### config.mk
export PLATFORM = sky130hd
export DESIGN_NAME = cmt_timer
export DESIGN_NICKNAME = d
export VERILOG_FILES = /design/src/hw/cmt_pkg.sv /design/src/hw/cmt_timer.sv
export SDC_FILE = /design/constraint.sdc
export NUM_CORES = 1
export LEC_CHECK = 0
export BUFFER_PORTS_ARGS = -buffer_cell sky130_fd_sc_hd__clkbuf_2
export CORE_UTILIZATION = 46
export CTS_BUF_LIST = sky130_fd_sc_hd__clkbuf_8 sky130_fd_sc_hd__clkbuf_16
export CTS_CLUSTER_DIAMETER = 200
export DETAILED_ROUTE_END_ITERATION = 16
export PLACE_DENSITY = 0.71
export SYNTH_ARGS = -nofsm -noshare
export SYNTH_HDL_FRONTEND = slang
export SYNTH_SLANG_ARGS = --single-unit
### constraint.sdc
create_clock -name pclk -period 5.2 [get_ports pclk]
set_input_delay 0.26 -clock pclk [delete_from_list [all_inputs] [get_ports pclk]]
set_output_delay 0.26 -clock pclk [all_outputs]
set_load 0.005 [all_outputs]
### src/hw/cmt_pkg.sv
// Package for the compare match period timer: register map, fields, resets, divider ratios.
// Assumes a 32-bit APB slave with word-aligned registers.
package cmt_pkg;
   // Printed offsets are not all multiples of four, so each is kept as an index
   localparam logic [3:0]  IDX_START   = 4'h0;
   localparam logic [3:0]  IDX_CTRL    = 4'h1;
   localparam logic [3:0]  IDX_COUNT   = 4'h2;
   localparam logic [3:0]  IDX_PERIOD  = 4'h3;
   localparam logic [3:0]  IDX_IRQ_ST  = 4'h4;
   localparam logic [3:0]  IDX_IRQ_MSK = 4'h5;
   localparam logic [11:0] ADDR_START   = {6'h00, IDX_START, 2'h0};
   localparam logic [11:0] ADDR_CTRL    = {6'h00, IDX_CTRL, 2'h0};
   localparam logic [11:0] ADDR_COUNT   = {6'h00, IDX_COUNT, 2'h0};
   localparam logic [11:0] ADDR_PERIOD  = {6'h00, IDX_PERIOD, 2'h0};
   localparam logic [11:0] ADDR_IRQ_ST  = {6'h00, IDX_IRQ_ST, 2'h0};
   localparam logic [11:0] ADDR_IRQ_MSK = {6'h00, IDX_IRQ_MSK, 2'h0};
   // Control/status fields
   localparam int FLAG_BIT  = 7;
   localparam int SPARE_BIT = 6;
   localparam int START_BIT = 0;
   localparam int SPARE_START_BIT = 1;
   // Reset values
   localparam logic [15:0] COUNT_RESET  = 16'h0000;
   localparam logic [15:0] PERIOD_RESET = 16'hffff;
   // Prescaler terminal counts (ratio minus one)
   localparam logic [5:0]  DIV4_LAST  = 6'h03;
   localparam logic [5:0]  DIV8_LAST  = 6'h07;
   localparam logic [5:0]  DIV16_LAST = 6'h0f;
   localparam logic [5:0]  DIV64_LAST = 6'h3f;
   typedef enum logic [1:0]
   {
      CMT_DIV4  = 2'h0,
      CMT_DIV8  = 2'h1,
      CMT_DIV16 = 2'h2,
      CMT_DIV64 = 2'h3
   } cmt_div_e;
endpackage

### src/hw/cmt_timer.sv
// Compare match period timer with APB register access and a match interrupt.
// Assumes a single 250 MHz pclk and an APB master that follows the usual two-phase protocol.
//
// Implementation choices: the address map and the APB slave port.
module cmt_timer
(
   input  wire logic        pclk,
   input  wire logic        presetn,
   input  wire logic        psel,
   input  wire logic        penable,
   input  wire logic        pwrite,
   input  wire logic [11:0] paddr,
   input  wire logic [31:0] pwdata,
   output logic      [31:0] prdata,
   output logic             pready,
   output logic             pslverr,
   output logic             dma_request,
   output logic             irq
);
   // Registers
   logic [1:0]  start_reg;
   logic        match_flag;
   logic        spare_bit;
   logic [1:0]  clock_select;
   logic [15:0] count_value;
   logic [15:0] period_constant;
   logic        flag_seen;
   logic        irq_status;
   logic        irq_mask;
   logic [5:0]  prescale;

   // Bus decode, single-cycle answer
   wire access_phase = psel & penable;
   wire wr_en        = access_phase & pwrite;
   wire rd_en        = access_phase & ~pwrite;
   wire hit_start    = (paddr == cmt_pkg::ADDR_START);
   wire hit_ctrl     = (paddr == cmt_pkg::ADDR_CTRL);
   wire hit_count    = (paddr == cmt_pkg::ADDR_COUNT);
   wire hit_period   = (paddr == cmt_pkg::ADDR_PERIOD);
   wire hit_irq_st   = (paddr == cmt_pkg::ADDR_IRQ_ST);
   wire hit_irq_msk  = (paddr == cmt_pkg::ADDR_IRQ_MSK);
   wire hit_any      = hit_start | hit_ctrl | hit_count | hit_period | hit_irq_st | hit_irq_msk;
   assign pready  = 1'b1;
   assign pslverr = access_phase & ~hit_any;

   // Prescaler terminal count per select code
   logic [5:0] div_last;
   always_comb
   begin
      unique case (cmt_pkg::cmt_div_e'(clock_select))
         cmt_pkg::CMT_DIV4:  div_last = cmt_pkg::DIV4_LAST;
         cmt_pkg::CMT_DIV8:  div_last = cmt_pkg::DIV8_LAST;
         cmt_pkg::CMT_DIV16: div_last = cmt_pkg::DIV16_LAST;
         cmt_pkg::CMT_DIV64: div_last = cmt_pkg::DIV64_LAST;
      endcase
   end

   wire running    = start_reg[cmt_pkg::START_BIT];
   wire tick       = running & (prescale >= div_last);
   wire equal      = (count_value == period_constant);
   wire match_tick = tick & equal;
   wire [15:0] next_count = match_tick ? cmt_pkg::COUNT_RESET : 16'(count_value + 16'h0001);

   // Flag clear only when 0 written after the flag was read as 1
   wire flag_clear = wr_en & hit_ctrl & ~pwdata[cmt_pkg::FLAG_BIT] & flag_seen;

   // Control/status view, reserved bits read zero
   wire [15:0] ctrl_view = {8'h00, match_flag, spare_bit, 4'h0, clock_select};

   // Read mux from current state
   assign prdata = !rd_en       ? 32'h00000000 :
                   hit_start    ? {30'h00000000, start_reg} :
                   hit_ctrl     ? {16'h0000, ctrl_view} :
                   hit_count    ? {16'h0000, count_value} :
                   hit_period   ? {16'h0000, period_constant} :
                   hit_irq_st   ? {31'h00000000, irq_status} :
                   hit_irq_msk  ? {31'h00000000, irq_mask} : 32'h00000000;

   assign dma_request = match_tick;
   assign irq         = irq_status & irq_mask;

   // Prescaler restarts while halted so the first pulse is a full period
   always_ff @(posedge pclk or negedge presetn)
   begin
      if (!presetn)
         prescale <= 6'h00;
      else if (!running || tick)
         prescale <= 6'h00;
      else
         prescale <= prescale + 6'h01;
   end

   // Counter: a bus write wins over counting in the same cycle
   always_ff @(posedge pclk or negedge presetn)
   begin
      if (!presetn)
         count_value <= cmt_pkg::COUNT_RESET;
      else if (wr_en && hit_count)
         count_value <= pwdata[15:0];
      else if (tick)
         count_value <= next_count;
   end

   // Period constant
   always_ff @(posedge pclk or negedge presetn)
   begin
      if (!presetn)
         period_constant <= cmt_pkg::PERIOD_RESET;
      else if (wr_en && hit_period)
         period_constant <= pwdata[15:0];
   end

   // Start register, bit 1 kept as plain storage
   always_ff @(posedge pclk or negedge presetn)
   begin
      if (!presetn)
         start_reg <= 2'h0;
      else if (wr_en && hit_start)
         start_reg <= pwdata[1:0];
   end

   // Control fields
   always_ff @(posedge pclk or negedge presetn)
   begin
      if (!presetn)
      begin
         spare_bit    <= 1'b0;
         clock_select <= 2'h0;
      end
      else if (wr_en && hit_ctrl)
      begin
         spare_bit    <= pwdata[cmt_pkg::SPARE_BIT];
         clock_select <= pwdata[1:0];
      end
   end

   // Match flag: set wins over clear; writing 1 has no effect
   always_ff @(posedge pclk or negedge presetn)
   begin
      if (!presetn)
         match_flag <= 1'b0;
      else if (match_tick)
         match_flag <= 1'b1;
      else if (flag_clear)
         match_flag <= 1'b0;
   end

   // Remembers a read of the flag as 1, armed until a clear write or the flag falls
   always_ff @(posedge pclk or negedge presetn)
   begin
      if (!presetn)
         flag_seen <= 1'b0;
      else if (!match_flag || flag_clear)
         flag_seen <= 1'b0;
      else if (rd_en && hit_ctrl)
         flag_seen <= 1'b1;
   end

   // Interrupt status, write one to clear, set wins
   always_ff @(posedge pclk or negedge presetn)
   begin
      if (!presetn)
         irq_status <= 1'b0;
      else if (match_tick)
         irq_status <= 1'b1;
      else if (wr_en && hit_irq_st && pwdata[0])
         irq_status <= 1'b0;
   end

   always_ff @(posedge pclk or negedge presetn)
   begin
      if (!presetn)
         irq_mask <= 1'b0;
      else if (wr_en && hit_irq_msk)
         irq_mask <= pwdata[0];
   end

   // Checking helpers: cycles since the last prescaled pulse, counted apart from
   // the prescaler so that the ratio check does not lean on the divider it guards.
   // A select change in mid-period makes the next gap shorter or longer by design, so the
   // gap that follows such a change is not judged.
   logic [6:0] gap_count;
   logic [1:0] gap_select;
   logic       gap_valid;
   wire  [6:0] gap_expect  = (clock_select == 2'h3) ? 7'h3f :
                             7'((7'h04 << clock_select) - 7'h01);
   wire        sel_changed = (clock_select != gap_select);

   // Gap counter restarts when halted or on a pulse
   always_ff @(posedge pclk or negedge presetn)
   begin
      if (!presetn)
         gap_count <= 7'h00;
      else if (!running || tick)
         gap_count <= 7'h00;
      else
         gap_count <= gap_count + 7'h01;
   end

   // Select seen one cycle ago, to spot a change
   always_ff @(posedge pclk or negedge presetn)
   begin
      if (!presetn)
         gap_select <= 2'h0;
      else
         gap_select <= clock_select;
   end

   // A gap is trusted after a halt or a pulse, not after a select change
   always_ff @(posedge pclk or negedge presetn)
   begin
      if (!presetn)
         gap_valid <= 1'b0;
      else if (running && sel_changed)
         gap_valid <= 1'b0;
      else if (!running || tick)
         gap_valid <= 1'b1;
   end

   // Counting: one step per pulse unless a match clears it or the bus writes the counter
   counter_step_a: assert property (@(posedge pclk) disable iff (!presetn)
      tick && !equal && !(wr_en && hit_count) |=> count_value == $past(count_value) + 16'h0001);

   // A halted counter keeps its value
   counter_hold_a: assert property (@(posedge pclk) disable iff (!presetn)
      !running && !(wr_en && hit_count) |=> $stable(count_value));

   // Pulses at divide-by-four are never closer than four cycles
   div_four_a: assert property (@(posedge pclk) disable iff (!presetn)
      tick && clock_select == 2'h0 |=> !tick [*3]);

   // Every full period that does not follow a select change matches the selected ratio
   ratio_gap_a: assert property (@(posedge pclk) disable iff (!presetn)
      tick && gap_valid && !sel_changed |-> gap_count == gap_expect);

   // A match clears the counter and raises the flag
   match_clear_a: assert property (@(posedge pclk) disable iff (!presetn)
      match_tick && !(wr_en && hit_count) |=> count_value == 16'h0000 && match_flag);

   // A match only acts on a counter pulse
   match_wait_a: assert property (@(posedge pclk) disable iff (!presetn)
      dma_request |-> tick && equal);

   // Without a prior read of one, the flag is not cleared
   flag_one_a: assert property (@(posedge pclk) disable iff (!presetn)
      match_flag && !flag_seen |=> match_flag);

   // A control write without the read step leaves the flag alone
   flag_guard_a: assert property (@(posedge pclk) disable iff (!presetn)
      wr_en && hit_ctrl && !flag_seen && !match_tick |=> match_flag == $past(match_flag));

   // Reserved control bits read zero
   reserved_zero_a: assert property (@(posedge pclk) disable iff (!presetn)
      rd_en && hit_ctrl |-> prdata[15:8] == 8'h00 && prdata[5:2] == 4'h0);

   // The spare bit stores what was written
   spare_keep_a: assert property (@(posedge pclk) disable iff (!presetn)
      wr_en && hit_ctrl |=> spare_bit == $past(pwdata[6]));

   // The period constant only changes on a bus write
   period_hold_a: assert property (@(posedge pclk) disable iff (!presetn)
      !(wr_en && hit_period) |=> $stable(period_constant));

   // A request pulse leaves the flag and the status bit set
   request_flag_a: assert property (@(posedge pclk) disable iff (!presetn)
      dma_request |=> match_flag && irq_status);

   // Prescaled clocks are single-cycle enables
   prescale_pulse_a: assert property (@(posedge pclk) disable iff (!presetn)
      tick |=> !tick);

   // Read data is zero outside a read access, so stale values never leak
   idle_read_a: assert property (@(posedge pclk) disable iff (!presetn)
      !rd_en |-> prdata == 32'h00000000);

   // Writing one to the status bit clears it when no match competes
   irq_clear_a: assert property (@(posedge pclk) disable iff (!presetn)
      wr_en && hit_irq_st && pwdata[0] && !match_tick |=> !irq_status);

   // Main scenarios
   match_seen_c: cover property (@(posedge pclk) disable iff (!presetn) dma_request);
   flag_clear_c: cover property (@(posedge pclk) disable iff (!presetn) flag_clear);
   irq_raise_c: cover property (@(posedge pclk) disable iff (!presetn) $rose(irq));
   div64_c: cover property (@(posedge pclk) disable iff (!presetn) tick && clock_select == 2'h3);
   gap_judged_c: cover property (@(posedge pclk) disable iff (!presetn)
      tick && gap_valid && !sel_changed);
endmodule

==> impl_metrics.py, run 1 <==
metrics = {
    "grt": {
        "antenna_found_initial": 0,
        "grt_max_degree": 48,
        "grt_pass1_vias": 2654,
        "grt_usage_pct": 21.7,
        "grt_pass1_wl_um": 12800,
        "overflow": 0,
    },
    "synth": {
        "synthFlopType": "dfrtp_1",
        "yosysTopAreaCell": "dfrtp_1",
        "ys_top_cells_by_area": "dfrtp_1 (24%), dfstp_2 (13%), nor2_1 (5.2%)",
        "synth.cell_area_sq_um": 3220,
        "syn_area_per_cell_sq_um": 8.81,
        "synth_seq_area_share_pct": 37.1,
        "syn_inst": 366,
        "synth_top_area_share_pct": 24.1,
        "synth_edf_count": 0,
        "synth_seq_cells": 47,
        "async_flop_share_pct": 100,
        "ys_types": 49,
        "ys_warn_count": 0,
    },
    "pwr": {
        "net-switching-power_w": 0.000153,
        "irDropWorstVdd_uv": 124,
        "p_comb_share_pct": 6.2,
        "power-per-cell-area_nw_per_um2": 185,
        "switching_share_pct": 23.3,
        "p_leak_nw": 1.57,
        "p_int_w": 0.000501,
        "sequentialPowerShare_pct": 56.1,
        "clock_power_share_pct": 37.7,
    },
    "clock_tree": {
        "clk_pin_slew_ns": 0.09,
        "numCtsBuffers": 5,
        "insertion_delay_ns": 0.30,
        "cts.hold.buffers_added": 0,
        "cts_resized": 0,
        "postCtsSetupRepairBufs": 0,
        "cts_tree": "yes",
        "clock-sinks": 47,
        "htreeDepth": 2,
        "clk_root_buffer_cell": "clkbuf_8",
        "clockBufferDepth": 2,
    },
    "sta": {
        "relSlewSlack_pct": 34.6,
        "rsz0062_at_grt": "no",
        "final-setup-viol-count": 0,
        "fin_crit_ns": 3.08,
        "drv_slew": 0,
        "clock.fmax_mhz": 324,
        "worstMarginPinSlew_ns": 0.979,
        "finalCritPeriodShare_pct": 59.3,
        "finalClockSkew_ns": 0.00573,
        "hold_violations": 0,
        "tns_ns": 0,
    },
    "cells_and_area": {
        "fillers": 630,
        "drive_above_1_share_pct": 24.4,
        "area_delta_synth_final_pct": 9.43,
        "final_common_cell": "clkbuf_2",
        "fin_cells": 493,
        "seq_area_sq_um": 1200,
        "diodes": 0,
        "stdcell_area_sq_um": 3530,
        "final_util_pct": 51.9,
        "final_net_count": 451,
        "final_cell_mix": "clkbuf_2 (51), nor2_1 (45), dfrtp_1 (31)",
        "multi_input_area_sq_um": 1800,
        "top_regs": "count_value x16, period_constant x16, prescale x6",
    },
    "setup_path": {
        "worst_r2r_path_depth": 5,
        "rrSetupSlack_ns": 2.48,
        "path_max_fanout": 24,
        "critical_path_class": "reg2out",
        "cp-start-kind": "flip-flop",
        "timing.rr.end": "count_value[13]",
        "crit_required_ns": 4.94,
        "crit_path_end_kind": "output port",
        "timing.rr.start": "count_value[12]",
        "arrival_ns": 2.82,
    },
    "floorplan": {
        "die_area_sq_um": 7350,
        "rows": 30,
        "io_pins": 85,
        "initial_core_util_pct": 47.4,
        "dieWidth_um": 85.7,
        "coreArea_sq_um": 6790,
        "die_h_um": 85.7,
    },
    "place": {
        "hpwl_um": 5430,
        "place_area_sq_um": 3420,
        "io_buffers": 51,
        "gp_congestion": 0.878,
        "dp_cells": 485,
    },
    "min_path": {
        "worstHoldPathType": "in2async",
    },
    "routing": {
        "vias_per_cell": 5.74,
        "postRouteAntennaNets": 0,
        "vias": 2832,
        "routed_wl_um": 7660,
        "first_pass_iters": 7,
        "drt_iter0_markers": 242,
        "wl_per_cell_um": 15.5,
        "drc": 0,
    },
    "run": {
        "max_cap_viol_count": 0,
    },
    "status": {
        "outcome": "complete, no violations",
    },
}
[layer usage]
metal | up-vias | part of all wire [%] | routed length, um | GRT usage (%)
met5 | - | 0 | 0 | 0
met4 | 0 | 1.3 | 99 | 5.61
met3 | 11 | 4.9 | 377 | 3.46
met2 | 95 | 50 | 3840 | 36.3
met1 | 1382 | 44 | 3350 | 29.5
li1 | 1344 | - | - | -
[Yosys cell counts, types with 2 or more instances]
master,n
a222oi_1,2
conb_1,2
nor4b_1,4
and3_1,6
mux2_1,10
a21oi_1,13
nand4_1,9
dfrtp_1,31
ha_1,6
a211oi_1,2
xor2_1,18
nor3_1,3
o21ai_0,14
inv_1,9
mux2_2,12
buf_4,19
and2_1,9
a22oi_1,14
clkbuf_1,24
or2_2,2
nor2b_1,4
xnor2_1,2
nor2_1,45
dfstp_2,16
a31oi_1,15
and4_1,3
nor4_1,14
nand2_1,21
a221oi_1,4
buf_2,2
nand3_1,13
[power by group through the flow]
stage / Combinational, W / Sequential [W] / Clock (W)
floorplan: 0.0000229 / 0.000373 / 0
finish: 0.0000402 / 0.000367 / 0.000247
detailed placement: 0.0000403 / 0.000374 / 0
global placement: 0.0000395 / 0.000374 / 0
global route: 0.0000459 / 0.000367 / 0.000270
CTS: 0.0000405 / 0.000367 / 0.000255
[how the worst max path moves through the flow]
stage	from	end	depth (start not counted)
detailed placement	paddr[7]	period_constant[2]	6
global placement	paddr[7]	period_constant[4]	6
global route	count_value[12]	dma_request	5
finish	count_value[12]	dma_request	5
floorplan	paddr[9]	prdata[5]	7
CTS	count_value[12]	dma_request	5
[cell type report]
type	count	share of cell area, %
tap	96	3.41
multi-input combinational	279	50.9
inverter	9	0.958
clock buffer	7	2.73
clock inverter	1	0.213
timing repair buffer	54	7.88
sequential	47	33.9
[critical path, cell delays in order, from the launching register on]
cell and delay (ns):
dfrtp_1 0.49, xor2_1 0.20, nor4_1 0.41, nand4_1 0.83
nor2_1 0.41, clkbuf_2 0.17
[cell families after synthesis]
family | share of synthesized area (%)
buf+inv | 8.93
mux | 7.69
compound gates | 14.6
other cells | 0.233
simple gates | 23.7
flops | 37.1
xor+xnor | 5.43
fa+ha+maj | 2.33
[stage by stage]
stage,hold WS [ns],setup WS (ns),power (W)
detailed placement,0.393,2.13,0.000414
CTS,0.0605,2.17,0.000663
finish,0.0390,2.12,0.000654
global route,0.0929,1.96,0.000683
floorplan,-0.0356,3.10,0.000396
global placement,0.386,2.18,0.000413
No activity file was read; power rests on OpenSTA's default activity.
==> run 2: changes to the inputs <==
Settings changed: PLACE_DENSITY 0.71 to 0.74.
Clock period 5.2 ns to 2.5 ns, I/O delays scaled along.
==> impl_metrics.py, run 2 (synthesis results as in run 1) <==
metrics = {
    "status": {
        "outcome": "complete, no violations",
    },
    "sta": {
        "drv_slew": 0,
        "relSlewSlack_pct": 56.4,
        "layout_setup_ws_ns": 0.214,
        "finalCritPeriodShare_pct": 91.4,
        "hold_violations": 0,
        "fin_crit_ns": 2.29,
        "final-setup-viol-count": 0,
        "clock.fmax_mhz": 438,
        "worstMarginPinSlew_ns": 0.655,
        "tns_ns": 0,
        "rsz0062_at_grt": "no",
        "finalClockSkew_ns": 0.0118,
    },
    "pwr": {
        "switching_share_pct": 24.5,
        "p_comb_share_pct": 6.7,
        "irDropWorstVdd_uv": 203,
        "p_leak_nw": 1.61,
        "power-per-cell-area_nw_per_um2": 364,
        "net-switching-power_w": 0.000320,
        "sequentialPowerShare_pct": 58.4,
        "clock_power_share_pct": 34.9,
        "p_int_w": 0.000986,
    },
    "routing": {
        "first_pass_iters": 4,
        "wl_per_cell_um": 15.4,
        "vias": 2841,
        "drc": 0,
        "postRouteAntennaNets": 0,
        "routed_wl_um": 7710,
        "vias_per_cell": 5.67,
        "drt_iter0_markers": 277,
    },
    "floorplan": {
        "io_pins": 85,
        "die_area_sq_um": 7350,
        "die_h_um": 85.7,
        "initial_core_util_pct": 47.4,
        "rows": 30,
        "dieWidth_um": 85.7,
        "coreArea_sq_um": 6790,
    },
    "clock_tree": {
        "numCtsBuffers": 5,
        "postCtsSetupRepairBufs": 0,
        "htreeDepth": 2,
        "cts_tree": "yes",
        "clk_pin_slew_ns": 0.09,
        "clk_root_buffer_cell": "clkbuf_8",
        "insertion_delay_ns": 0.30,
        "clock-sinks": 47,
        "clockBufferDepth": 2,
    },
    "setup_path": {
        "cp_num_buf_inv": 1,
        "slowest_stage": "dfrtp_1",
        "crit_start": "clock_select[1]",
        "critical-path-max-stage-delay_ns": 0.40,
        "path_cells": "nand2_1, ha_1, o21ai_0, o21a_2, or2_4, nor2_1, clkbuf_2",
        "critical_path_class": "reg2out",
        "crit_path_end_kind": "output port",
        "crit_family": "simple AND/OR/NAND/NOR gates",
        "timing.rr.start": "clock_select[1]",
        "cp-start-kind": "flip-flop",
        "path_max_fanout": 18,
        "arrival_ns": 2.16,
        "crit_required_ns": 2.38,
    },
    "cells_and_area": {
        "diodes": 0,
        "final_cell_mix": "clkbuf_2 (51), nor2_1 (45), dfrtp_1 (31)",
        "final_net_count": 459,
        "stdcell_area_sq_um": 3590,
        "top_regs": "count_value x16, period_constant x16, prescale x6",
        "final_common_cell": "clkbuf_2",
        "area_delta_synth_final_pct": 11.3,
        "drive_above_1_share_pct": 25.9,
    },
    "run": {
        "max_cap_viol_count": 0,
    },
    "grt": {
        "overflow": 0,
        "grt_pass1_wl_um": 12700,
        "grt_max_degree": 26,
        "grt_usage_pct": 21.7,
        "grt_pass1_vias": 2616,
        "antenna_found_initial": 0,
    },
    "place": {
        "io_buffers": 51,
        "post-place-ws_ns": 0.268,
        "hpwl_um": 5630,
        "gp_congestion": 0.912,
        "place_area_sq_um": 3490,
    },
    "min_path": {
        "hp-start": "pwdata[5]",
        "worstHoldPathType": "in2reg",
    },
}
run 2: path summary, 6_finish.rpt:
kind                       cells after the start  slack (ns)                 end
max                                            7        0.21         dma_request
min                                            2        0.05  period_constant[5]
max reg2reg                                    7        0.42      count_value[0]
min reg2reg                                    1        0.47         prescale[0]
max in group asynchronous                      3        1.48  period_constant[0]
min in group asynchronous                      2        0.38         prescale[2]
run 2: routing by layer:
layer | wire (um) | GRT usage, % | vias up
met5 | 0 | 0 | -
met4 | 65 | 4.85 | 0
met3 | 220 | 2.50 | 8
met2 | 3860 | 37.3 | 74
met1 | 3560 | 29.5 | 1387
li1 | - | - | 1372
run 2: power groups by stage:
stage	Combinational (W)	Clock, W	Sequential [W]
finish	0.0000873	0.000456	0.000763
detailed placement	0.0000864	0	0.000777
global placement	0.0000851	0	0.000777
global route	0.0000997	0.000493	0.000764
CTS	0.0000881	0.000462	0.000763
floorplan	0.0000477	0	0.000777
run 2: cell type report:
class                   count  area, sq um
well taps                  96          120
repair buffers             62          353
multi-input cells         279         1800
flip-flops and latches     47         1200
clock buffers               5         68.8
inverters                   9         33.8
clock inverters             3         15.0
fillers                   615         3210
run 2: stage by stage:
| step | util, % | hold slack [ns] | instances | total power, W |
|---|---|---|---|---|
| 2_1_floorplan | - | -0.171 | 381 | 0.000824 |
| 3_3_place_gp | 51.3 | 0.175 | 492 | 0.000862 |
| 5_1_grt | 52.8 | 0.0570 | 501 | 0.00136 |
| 6_report | 52.8 | 0.0487 | 501 | 0.00131 |
| 3_5_place_dp | 51.3 | 0.180 | 492 | 0.000864 |
| 4_1_cts | 52.7 | 0.0479 | 501 | 0.00131 |
run 2: repair_timing:
item,4_1_cts,5_1_grt
setup endpoints to repair,0,1
hold buffers,1,0
gates resized for setup,0,2
endpoints found under the hold margin,19,0
